$ cat config.mk
export PLATFORM = sky130hd
export DESIGN_NAME = uart_text_capture_monitor
export DESIGN_NICKNAME = d
export VERILOG_FILES = /design/src/core/uart_text_capture_monitor.v
export VERILOG_INCLUDE_DIRS = /design/src /design/src/core
export SDC_FILE = /design/constraint.sdc
export NUM_CORES = 1
export LEC_CHECK = 0
export BUFFER_PORTS_ARGS = -buffer_cell sky130_fd_sc_hd__buf_4
export CAP_MARGIN = 20
export CORE_ASPECT_RATIO = 1.2
export CORE_MARGIN = 4
export CORE_UTILIZATION = 50
export CTS_CLUSTER_DIAMETER = 100
export DETAILED_ROUTE_END_ITERATION = 6
export PLACE_DENSITY_LB_ADDON = 0.12
export SLEW_MARGIN = 20
export SYNTH_ARGS = -nofsm -noshare
export SYNTH_HDL_FRONTEND = slang
export SYNTH_SLANG_ARGS = --single-unit
$ cat constraint.sdc
create_clock -name core_clk_i -period 4.11 [get_ports core_clk_i]
set_input_delay 0.411 -clock core_clk_i [delete_from_list [all_inputs] [get_ports core_clk_i]]
set_output_delay 0.411 -clock core_clk_i [all_outputs]
set_load 0.005 [all_outputs]
$ cat src/core/uart_capture_map.vh
// Constants for the serial text capture monitor
// Overview of operation
// - The monitor samples the serial line once per clock, one bit a cycle.
// - Received characters are held and only released once a CR arrives.
// - A received 0x04 ends the run, unless the escape case applies.
// - A 0x04 that directly follows an 0x1B escape does not end the run.
// - A one-cycle finish pulse is driven before the halt takes effect.
`ifndef UART_CAPTURE_MAP_VH
`define UART_CAPTURE_MAP_VH

// Special character codes
`define CAP_CHAR_CR 8'h0D
`define CAP_CHAR_EOT 8'h04
`define CAP_CHAR_ESC 8'h1B

// Frame shape
`define CAP_DATA_WIDTH 8
`define CAP_LAST_BIT 3'h7
`define CAP_FIRST_BIT 3'h0

// Text buffer shape
`define CAP_FIFO_DEPTH 8
`define CAP_FIFO_AW 3

// Line idle level and shift register clear value at reset
`define CAP_LINE_IDLE 1'h1
`define CAP_SHREG_CLEAR 8'h00

// Receiver states
`define CAP_ST_IDLE 2'h0
`define CAP_ST_DATA 2'h1
`define CAP_ST_STOP 2'h2

`endif

$ cat src/core/uart_text_capture_monitor.v
// Receive-only serial text capture monitor with its line buffer
`timescale 1ns/1ps
`include "uart_capture_map.vh"

// Small synchronous FIFO with valid/ready on both sides
// Pointers wrap naturally at the power-of-two depth; the fill count
// is one bit wider so full and empty stay distinct.
// Read data is the head word, shown while out_valid_o is high.
module cap_fifo #(
   parameter WIDTH = `CAP_DATA_WIDTH,
   parameter DEPTH = `CAP_FIFO_DEPTH,
   parameter AW = `CAP_FIFO_AW
) (
   input wire core_clk_i,            // Clock
   input wire nrst_i,                // Async reset, active low
   input wire in_valid_i,            // Write request
   output wire in_ready_o,           // Space available
   input wire [WIDTH-1:0] in_data_i, // Write data
   output wire out_valid_o,          // Data available
   input wire out_ready_i,           // Read accept
   output wire [WIDTH-1:0] out_data_o, // Head word
   output wire [AW:0] level_o        // Words held
);
   reg [WIDTH-1:0] mem [0:DEPTH-1];
   reg [AW-1:0] wr_ptr;
   reg [AW-1:0] rd_ptr;
   reg [AW:0] count;
   wire push;
   wire pop;

   assign in_ready_o = (count != DEPTH[AW:0]);
   assign out_valid_o = (count != {(AW+1){1'b0}});
   assign out_data_o = mem[rd_ptr];
   assign level_o = count;
   assign push = in_valid_i & in_ready_o;
   assign pop = out_ready_i & out_valid_o;

   // Storage array, no reset needed
   always @(posedge core_clk_i) begin
      if (push) begin
         mem[wr_ptr] <= in_data_i;
      end
   end

   // Pointers and fill count
   // Simultaneous push and pop leave the count unchanged
   always @(posedge core_clk_i or negedge nrst_i) begin
      if (!nrst_i) begin
         wr_ptr <= {AW{1'b0}};
         rd_ptr <= {AW{1'b0}};
         count <= {(AW+1){1'b0}};
      end else begin
         if (push) begin
            wr_ptr <= wr_ptr + 1'b1;
         end
         if (pop) begin
            rd_ptr <= rd_ptr + 1'b1;
         end
         if (push & ~pop) begin
            count <= count + 1'b1;
         end else if (pop & ~push) begin
            count <= count - 1'b1;
         end
      end
   end
endmodule // cap_fifo

// Top: samples the line, frames characters, buffers lines, ends the run
module uart_text_capture_monitor (
   input wire core_clk_i,            // Clock, equal to the bit rate
   input wire nrst_i,                // Async reset, active low
   input wire serial_i,              // Transmit line of the UART
   output wire text_valid_o,         // Released character available
   input wire text_ready_i,          // Consumer takes character
   output wire [7:0] text_char_o,    // Released character
   output wire text_eol_o,           // Character is the closing CR
   output reg sim_finish_pulse_o,    // One-cycle end-of-run pulse
   output reg sim_halt_o,            // Run halted, level
   output reg overflow_o,            // Character dropped, pulse
   output reg frame_err_o            // Bad stop bit, pulse
);
   reg line_s1;
   reg line_s2;
   reg [1:0] state;
   reg [2:0] bit_idx;
   reg [7:0] shreg;
   reg esc_prev;
   reg [`CAP_FIFO_AW:0] lines_pending;
   wire rx_done;
   wire is_cr;
   wire is_eot;
   wire end_run;
   wire fifo_in_ready;
   wire [`CAP_FIFO_AW:0] fifo_level;
   wire room_ok;
   wire wr_en;
   wire fifo_out_valid;
   wire pop;

   // Timing from pin to text, in clock cycles (one cycle is one bit):
   // the line passes two synchroniser flops, so the receiver sees a
   // start bit two cycles late; the character is written at the edge
   // that samples its stop bit, and a closing CR makes the line
   // visible at that same edge. Receiving stops for good after an
   // unescaped end character, so a stray frame cannot reopen the run.

   // Two-flop synchroniser on the serial pin
   // Both flops reset to the idle level so release sees no start bit
   always @(posedge core_clk_i or negedge nrst_i) begin
      if (!nrst_i) begin
         line_s1 <= `CAP_LINE_IDLE;
         line_s2 <= `CAP_LINE_IDLE;
      end else begin
         line_s1 <= serial_i;
         line_s2 <= line_s1;
      end
   end

   // Receiver, one sample per clock, stops once the run is ended
   always @(posedge core_clk_i or negedge nrst_i) begin
      if (!nrst_i) begin
         state <= `CAP_ST_IDLE;
         bit_idx <= `CAP_FIRST_BIT;
         shreg <= `CAP_SHREG_CLEAR;
      end else begin
         case (state)
            `CAP_ST_IDLE: begin
               // Low start bit opens a frame
               if (!line_s2 && !sim_finish_pulse_o && !sim_halt_o) begin
                  state <= `CAP_ST_DATA;
                  bit_idx <= `CAP_FIRST_BIT;
               end
            end
            `CAP_ST_DATA: begin
               // LSB first, one bit every cycle
               shreg <= {line_s2, shreg[7:1]};
               bit_idx <= bit_idx + 1'b1;
               if (bit_idx == `CAP_LAST_BIT) begin
                  state <= `CAP_ST_STOP;
               end
            end
            `CAP_ST_STOP: begin
               state <= `CAP_ST_IDLE;
            end
            default: begin
               state <= `CAP_ST_IDLE;
            end
         endcase
      end
   end

   // Valid character when the stop bit is high
   assign rx_done = (state == `CAP_ST_STOP) & line_s2;
   assign is_cr = (shreg == `CAP_CHAR_CR);
   assign is_eot = (shreg == `CAP_CHAR_EOT);
   // Terminate unless escaped
   assign end_run = rx_done & is_eot & ~esc_prev;

   // Keep one slot free for CR so a full buffer cannot lock up
   // A dropped character raises overflow_o for one cycle
   assign room_ok = is_cr ? fifo_in_ready :
      (fifo_level < (`CAP_FIFO_DEPTH - 1));
   assign wr_en = rx_done & ~end_run & room_ok;

   // Escape tracking, finish pulse, halt and error pulses
   always @(posedge core_clk_i or negedge nrst_i) begin
      if (!nrst_i) begin
         esc_prev <= 1'b0;
         sim_finish_pulse_o <= 1'b0;
         sim_halt_o <= 1'b0;
         overflow_o <= 1'b0;
         frame_err_o <= 1'b0;
      end else begin
         // Any good character re-arms or clears the escape, so only
         // the character directly after an escape is protected
         if (rx_done) begin
            esc_prev <= (shreg == `CAP_CHAR_ESC);
         end
         sim_finish_pulse_o <= end_run;
         if (sim_finish_pulse_o) begin
            sim_halt_o <= 1'b1; // Halt follows the pulse
         end
         overflow_o <= rx_done & ~end_run & ~room_ok;
         frame_err_o <= (state == `CAP_ST_STOP) & ~line_s2;
      end
   end

   // Line buffer
   cap_fifo #(
      .WIDTH(`CAP_DATA_WIDTH),
      .DEPTH(`CAP_FIFO_DEPTH),
      .AW(`CAP_FIFO_AW)
   ) u_fifo (
      .core_clk_i(core_clk_i),
      .nrst_i(nrst_i),
      .in_valid_i(wr_en),
      .in_ready_o(fifo_in_ready),
      .in_data_i(shreg),
      .out_valid_o(fifo_out_valid),
      .out_ready_i(pop),
      .out_data_o(text_char_o),
      .level_o(fifo_level)
   );

   // Release text only while a completed line is held
   // Characters of an unfinished line wait behind the last CR
   assign text_valid_o = fifo_out_valid &
      (lines_pending != {(`CAP_FIFO_AW+1){1'b0}});
   assign pop = text_valid_o & text_ready_i;
   assign text_eol_o = text_valid_o & (text_char_o == `CAP_CHAR_CR);

   // Count of CRs in the buffer; arrival and release together cancel
   always @(posedge core_clk_i or negedge nrst_i) begin
      if (!nrst_i) begin
         lines_pending <= {(`CAP_FIFO_AW+1){1'b0}};
      end else begin
         if ((wr_en & is_cr) & ~(pop & text_eol_o)) begin
            lines_pending <= lines_pending + 1'b1;
         end else if (~(wr_en & is_cr) & (pop & text_eol_o)) begin
            lines_pending <= lines_pending - 1'b1;
         end
      end
   end
endmodule // uart_text_capture_monitor

==> results.md, run 1 <==
- Result of the run: completed
- Setup bufs post-CTS: 0
- Worst vdd ir: 0.3150 mV
- Root Driver: clkbuf_8
- Cells after DPL: 354
- Setup violations, final: 0
- Crit path arrival time: 3.87 ns
- Initial antenna violation count: 0
- Worst setup margin: 0.4882 ns
- Core Region: between 8000 and 9000 um2
- Nets: roughly 290
- GPL Wtd Cong: 0.7430
- Vias: 2051
- Port Buffers: 17
- # DRC: 0
- First-pass GRT wire length: 11.79 mm
- Post-synth EDFFs: 64
- Worst slew pin tran: 0.9277 ns
- Maxcap violations: 0
- Internal: 1.639 mW
- CTS tree: built
- FF+latch count, synth: 98
- Multi-input gate area: roughly 1300 um2
- Worst hold-check path type: input pin to flip-flop
- Lkg Pwr: 1.747 nW
- Clk Latency, worst-skew pair: 0.36 ns
- Layout cells sized above 1: 25.00%
- Die Span Y: about 110 um
- Cts hold-fix bufs: 1
- Combinational power share: 8.5%
- Worst Path Buf+Inv: 3
- DPL Wire Length: 4.918 mm
- Switching power: 0.5740 mW
- Worst Path Required: ~4.4 ns
- Crit-path cells: buf_4 -> mux4_1 -> mux2i_1 -> inv_1 -> nor4_2 -> nand4_1 -> ha_1 -> inv_1 -> ha_1 -> a21o_1 -> a21oi_1 -> xnor2_1 -> nor2_1 -> xor2_1
- Post-DR vias/cell: roughly 5.5
- Crit path max-delay family: multiplexers
- Fin crit period: around 3.6 ns
- Sequential power share: 60.9%
- Mean Syn Cell Area: between 15 and 20 um2
- Crit start category: flip-flop
- Fmax: 276.1 MHz
- Clock transition at path regs: 0.09 ns
- Clk pwr share: between 30% and 40%
- Fin cells: 371
- Clock Path Buffers: 2
- Mean routed wirelength per cell: 19.34 um
- Top cell type's share of synthesized area: between 40% and 50%
- GRT Overall Usage: 16.47%
- Antenna viol nets, final: 0
- Cell Rows: 36
- CTS resizes: 0
- Post-layout util: 57.60%
- Worst rel slew slack: around two fifths
- Mapped Nets: 254
- Switching portion of total power: 25.94%
- Library cells used by synthesis: 46
- Design Area, Final: 4644 um2
- Fillers: approximately 620
- Critical Path End Type: flip-flop
- Sequential Area: between 2000 and 3000 um2
- Sequential share of the synthesized area: 67.27%
- Final Hold Viols: 0
- Vias in the first global route: 2102
- Die area: 9773 um2
- Clock Sinks: slightly below 100
- Total chip power: 2.213 mW
- Pwr Density: 476.4 nW/um2
- Syn Inst Count: 238
- Pre-antenna DRT Iters: 4
- Post-Place Setup Slack: ~0.47 ns
- Cell taking the most area after synthesis: edfxtp_1
- WL final: 7.174 mm
- Largest stage delay, worst path: between 0.6 and 0.7 ns
- DRT iter0 DRCs: 100
- Largest cells by area after synthesis: edfxtp_1 (47%), dfrtp_1 (19%), mux4_2 (6.0%)
- H-tree level count: 3
- Warnings, synthesis: 0
- Post-DP Area: 4407 um2
- Chip width: 90.92 um
- Hold slack: 0.1561 ns
- ANT cells: 0
- Tcrit/Tclk final: 88.12%
- Pin count of the biggest net entering global routing: 35
- Clock Skew: between 0.01 and 0.015 ns
- RSZ-0062 raised after global routing: false
- Post-Syn Area: 4125 um2
- Post-synthesis to final-layout area growth: 12.59%
- Setup TNS: 0 ns
- Critical path class: flip-flop to flip-flop
- Initial Util: 51.16%
- I/O pins: 18
- Final Max Slew Viols: 0
- Synth Flop Type: edfxtp_1
- Cts bufs inserted: 9
- Gr ovfl total: 0
- Slowest CP cell: dfrtp_1
- Max FO, Critical Path: 10
- Post-synthesis async set-or-reset flop share: roughly a third
kinds of logic after synthesis:
kind of cell / Yosys count / synth area share (%)
compound gates: 15 / 2.730
flops: 98 / 67.27
buf+inv: 15 / 1.789
xor+xnor: 12 / 2.548
mux: 38 / 15.01
fa+ha+maj: 12 / 4.004
simple gates: 48 / 6.643
flip-flops by register name (all words and copies together), names as in the netlist:
signal / cells
shreg: 8
frame_err_o: 1
line_s2: 1
bit_idx: 3
esc_prev: 1
overflow_o: 1
lines_pending: 4
u_fifo.mem: 64
sim_halt_o: 1
u_fifo.level_o: 4
sim_finish_pulse_o: 1
u_fifo.wr_ptr: 3
state: 2
line_s1: 1
u_fifo.rd_ptr: 3
layout make-up:
class                      count  share of cell area, %
sequential                    98                  59.75
tap                           95                  2.559
clock buffer                  10                  3.206
clock inverter                 6                  1.697
multi-input combinational    125                  27.48
inverter                       9                 0.7274
timing repair buffer          28                  4.580
worst paths after layout:
kind / to / cells past startpoint / start / slack (ns)
worst max-delay path: lines_pending[3] / 14 / u_fifo.rd_ptr[0] / 0.49
worst min-delay path: line_s1 / 1 / serial_i / 0.16
worst max register to register: lines_pending[3] / 14 / u_fifo.rd_ptr[0] / 0.49
worst min register to register: line_s2 / 0 / line_s1 / 0.36
max in group asynchronous: line_s1 / 2 / nrst_i / 3.23
min in group asynchronous: u_fifo.level_o[1] / 2 / nrst_i / 0.53
per-layer routing:
metal  global-route usage, %  up-vias  share of wire, %
li1                        -      982                 -
met1                   22.34     1031                46
met2                   26.82       27                50
met3                   2.587       11               2.1
met4                   6.789        0               1.8
met5                       0        -                 0
power groups by stage:
stage	clock network [mW]	registers [mW]	logic, mW
after CTS	0.695	1.35	0.192
after global routing	0.739	1.37	0.223
after global placement	0	1.37	0.184
final	0.676	1.35	0.188
after detailed placement	0	1.37	0.191
after floorplan	0	1.32	0.138
placed cells by master, fill, tap and decap left out, types with 3 or more instances in the layout:
cell type	count
mux2i_1	6
nand2b_1	3
mux2_1	10
edfxtp_1	64
a21oi_1	3
nand2_1	9
nor3_1	4
xnor2_1	10
mux4_1	5
buf_4	27
nand3_1	3
clkbuf_8	9
ha_1	10
mux4_2	11
dfrtp_1	32
inv_1	8
nor2_1	12
mux2_2	6
cell usage after synthesis (3+ instances only):
library cell	instances
edfxtp_1	64
dfrtp_1	32
nor2_1	12
mux4_2	11
ha_1	10
mux2_1	10
xnor2_1	10
nand2_1	9
inv_1	8
mux2_2	6
mux2i_1	6
mux4_1	5
nor3_1	4
a21oi_1	3
nand2b_1	3
nand3_1	3
(Power assumes the default switching activity.)
==> inputs of run 2 (changes only) <==
==> constraint.sdc (replaced) <==
create_clock -name core_clk_i -period 3.98 [get_ports core_clk_i]
set_input_delay 0.398 -clock core_clk_i [delete_from_list [all_inputs] [get_ports core_clk_i]]
set_output_delay 0.398 -clock core_clk_i [all_outputs]
set_load 0.005 [all_outputs]
==> results.md, run 2 (synthesized netlist as in run 1, its figures left out) <==
- Worst rel slew slack: 37.72% (was 38.02%)
- Mean routed wirelength per cell: 19.07 um (was 19.34 um)
- Slowest CP cell: mux4_2 (was dfrtp_1)
- First-pass GRT wire length: 11.92 mm (was 11.79 mm)
- GRT Overall Usage: 16.39% (was 16.47%)
- Clock Sinks: 98 (unchanged)
- Most frequent cells in the layout: edfxtp_1 (64), dfrtp_1 (32), buf_4 (28), nor2_1 (12), mux4_2 (11) (was edfxtp_1 (64), dfrtp_1 (32), buf_4 (27), nor2_1 (12), mux4_2 (11))
- Post-synthesis to final-layout area growth: 11.95% (was 12.59%)
- Crit path arrival time: 3.59 ns (was 3.87 ns)
- Port Buffers: 17 (unchanged)
- Crit start category: flip-flop (unchanged)
- Biggest register: u_fifo.mem (unchanged)
- Chip width: 90.92 um (unchanged)
- Fmax: 299.0 MHz (was 276.1 MHz)
- Fin cells: 372 (was 371)
- Switching portion of total power: 26.98% (was 25.94%)
- Pin count of the biggest net entering global routing: 35 (unchanged)
- Critical path class: flip-flop to flip-flop (unchanged)
- DRT iter0 DRCs: 145 (was 100)
- Die Span Y: 107.5 um (unchanged)
- ANT cells: 0 (unchanged)
- Clk pwr share: 27.8% (was 30.6%)
- Final Max Slew Viols: 0 (unchanged)
- Cts bufs inserted: 9 (unchanged)
- Fin crit period: 3.345 ns (was 3.622 ns)
- Final Hold Viols: 0 (unchanged)
- Largest registers: u_fifo.mem (64), shreg (8) (unchanged)
- Initial Util: 51.16% (unchanged)
- Pre-antenna DRT Iters: 6 (was 4)
- Vias in the first global route: 2215 (was 2102)
- Post-DR vias/cell: 5.591 (was 5.528)
- Setup TNS: 0 ns (unchanged)
- Cell Rows: 36 (unchanged)
- GPL Wtd Cong: 0.7670 (was 0.7430)
- Switching power: 0.5943 mW (was 0.5740 mW)
- Gr ovfl total: 0 (unchanged)
- Worst Path Required: 4.23 ns (was 4.36 ns)
- Most common cell after layout, fill and taps aside: edfxtp_1 (unchanged)
- Most common cell on crit path: ha_1
- WL final: 7.095 mm (was 7.174 mm)
- Maxcap violations: 0 (unchanged)
- Setup violations, final: 0 (unchanged)
- Clock transition at path regs: 0.10 ns (was 0.09 ns)
- DPL Wire Length: 4.748 mm (was 4.918 mm)
- H-tree level count: 3 (unchanged)
- Clock Skew: 0.01159 ns (was 0.01202 ns)
- Worst Path Buf+Inv: 2 (was 3)
- # DRC: 0 (unchanged)
- Crit-path cells: buf_4 -> mux4_2 -> mux2_2 -> nor4_2 -> nand4_1 -> ha_1 -> inv_1 -> ha_1 -> a21o_1 -> a21oi_1 -> xnor2_1 -> nor2_1 -> xor2_1 (was buf_4 -> mux4_1 -> mux2i_1 -> inv_1 -> nor4_2 -> nand4_1 -> ha_1 -> inv_1 -> ha_1 -> a21o_1 -> a21oi_1 -> xnor2_1 -> nor2_1 -> xor2_1)
- Largest stage delay, worst path: 0.53 ns (was 0.67 ns)
- Sequential power share: 63.4% (was 60.9%)
- Layout cells sized above 1: 25.27% (was 25.00%)
- Worst hold-check path type: input pin to flip-flop (unchanged)
- Lkg Pwr: 1.734 nW (was 1.747 nW)
- Worst slew pin tran: 0.9322 ns (was 0.9277 ns)
- I/O pins: 18 (unchanged)
- Tcrit/Tclk final: 84.04% (was 88.12%)
- Result of the run: completed (unchanged)
- Clock Path Buffers: 2 (unchanged)
- CTS tree: built (unchanged)
- CTS resizes: 0 (unchanged)
- Max reg flops: 64 (unchanged)
- Worst vdd ir: 0.3368 mV (was 0.3150 mV)
- Internal: 1.609 mW (was 1.639 mW)
- Pwr Density: 477.0 nW/um2 (was 476.4 nW/um2)
- Initial antenna violation count: 0 (unchanged)
- Combinational power share: 8.8% (was 8.5%)
- Antenna viol nets, final: 0 (unchanged)
- Root Driver: clkbuf_8 (unchanged)
- Crit path max-delay family: multiplexers (unchanged)
- RSZ-0062 raised after global routing: false (unchanged)
- Die area: 9773 um2 (unchanged)
- Vias: 2080 (was 2051)
- Nets: 288 (was 287)
- Max FO, Critical Path: 12 (was 10)
- Cells after DPL: 355 (was 354)
- Clk Latency, worst-skew pair: 0.36 ns (about the same)
- Setup bufs post-CTS: 0 (unchanged)
- Core Region: 8063 um2 (unchanged)
- Critical Path End Type: flip-flop (unchanged)
-- run 2: changes by cell type in the layout (fill, tap and decap cells not counted), sizes merged --
cell      previous run  this run
bufinv               1         0
inv                 12        13
clkinvlp             0         1
clkinv               2         1
buf                 27        28
-- run 2: per-stage QoR --
| step | area (um2) | total power [mW] | hold WS [ns] | util (%) | worst slack, ns |
|---|---|---|---|---|---|
| 6_report | 4618 | 2.203 | 0.1403 | 57.28 | 0.6351 |
| 4_1_cts | 4618 | 2.223 | 0.1263 | 57.28 | 0.5875 |
| 3_3_place_gp | 4414 | 1.601 | 0.3470 | 54.75 | 0.6631 |
| 3_5_place_dp | 4414 | 1.614 | 0.3473 | 54.75 | 0.6012 |
| 5_1_grt | 4618 | 2.325 | 0.1195 | 57.28 | 0.4070 |
| 2_1_floorplan | 4125 | 1.508 | 0.1024 | - | 0.9674 |
-- run 2: power by group through the flow --
stage                     logic (mW)  clock network (mW)  registers, mW
final                          0.194               0.613           1.40
after global routing           0.227               0.679           1.42
after CTS                      0.197               0.632           1.39
after detailed placement       0.197                   0           1.42
after global placement         0.190                   0           1.41
after floorplan                0.142                   0           1.37
-- run 2: final timing paths --
kind	startpoint	end	slack (ns)	cells past startpoint
worst min register to register	line_s1	line_s2	0.36	0
max in group asynchronous	nrst_i	line_s2	3.13	2
worst max-delay path	u_fifo.rd_ptr[0]	lines_pending[3]	0.64	13
worst max register to register	u_fifo.rd_ptr[0]	lines_pending[3]	0.64	13
worst min-delay path	serial_i	line_s1	0.14	1
min in group asynchronous	nrst_i	u_fifo.level_o[2]	0.51	2
-- run 2: worst reg2reg max path, cell delays in order, from the launching register on --
cell     delay (ns)
dfrtp_1        0.36
buf_4          0.26
mux4_2         0.53
mux2_2         0.29
nor4_2         0.34
nand4_1        0.15
ha_1           0.26
inv_1          0.12
ha_1           0.24
a21o_1         0.17
a21oi_1        0.17
xnor2_1        0.13
nor2_1         0.06
xor2_1         0.14
-- run 2: repair_timing --
item | CTS | global route
hold buffers | 1 | 0
endpoints found under the setup margin | 0 | 0
endpoints found under the hold margin | 32 | 0
-- run 2: cell type report --
class / instances / area (um2)
fillers: 610 / 3445
flip-flops and latches: 98 / 2775
multi-input cells: 125 / 1276
repair buffers: 29 / 220.2
clock buffers: 10 / 137.6
well taps: 95 / 118.9
clock inverters: 6 / 56.30
inverters: 9 / 33.78
-- run 2: routing by layer --
metal / wire length, um / global-route usage [%] / part of all wire [%]
met1: 3319 / 23.06 / 47
met2: 3427 / 25.86 / 48
met3: 224 / 2.517 / 3.2
met4: 123 / 6.789 / 1.7
met5: 0 / 0 / 0
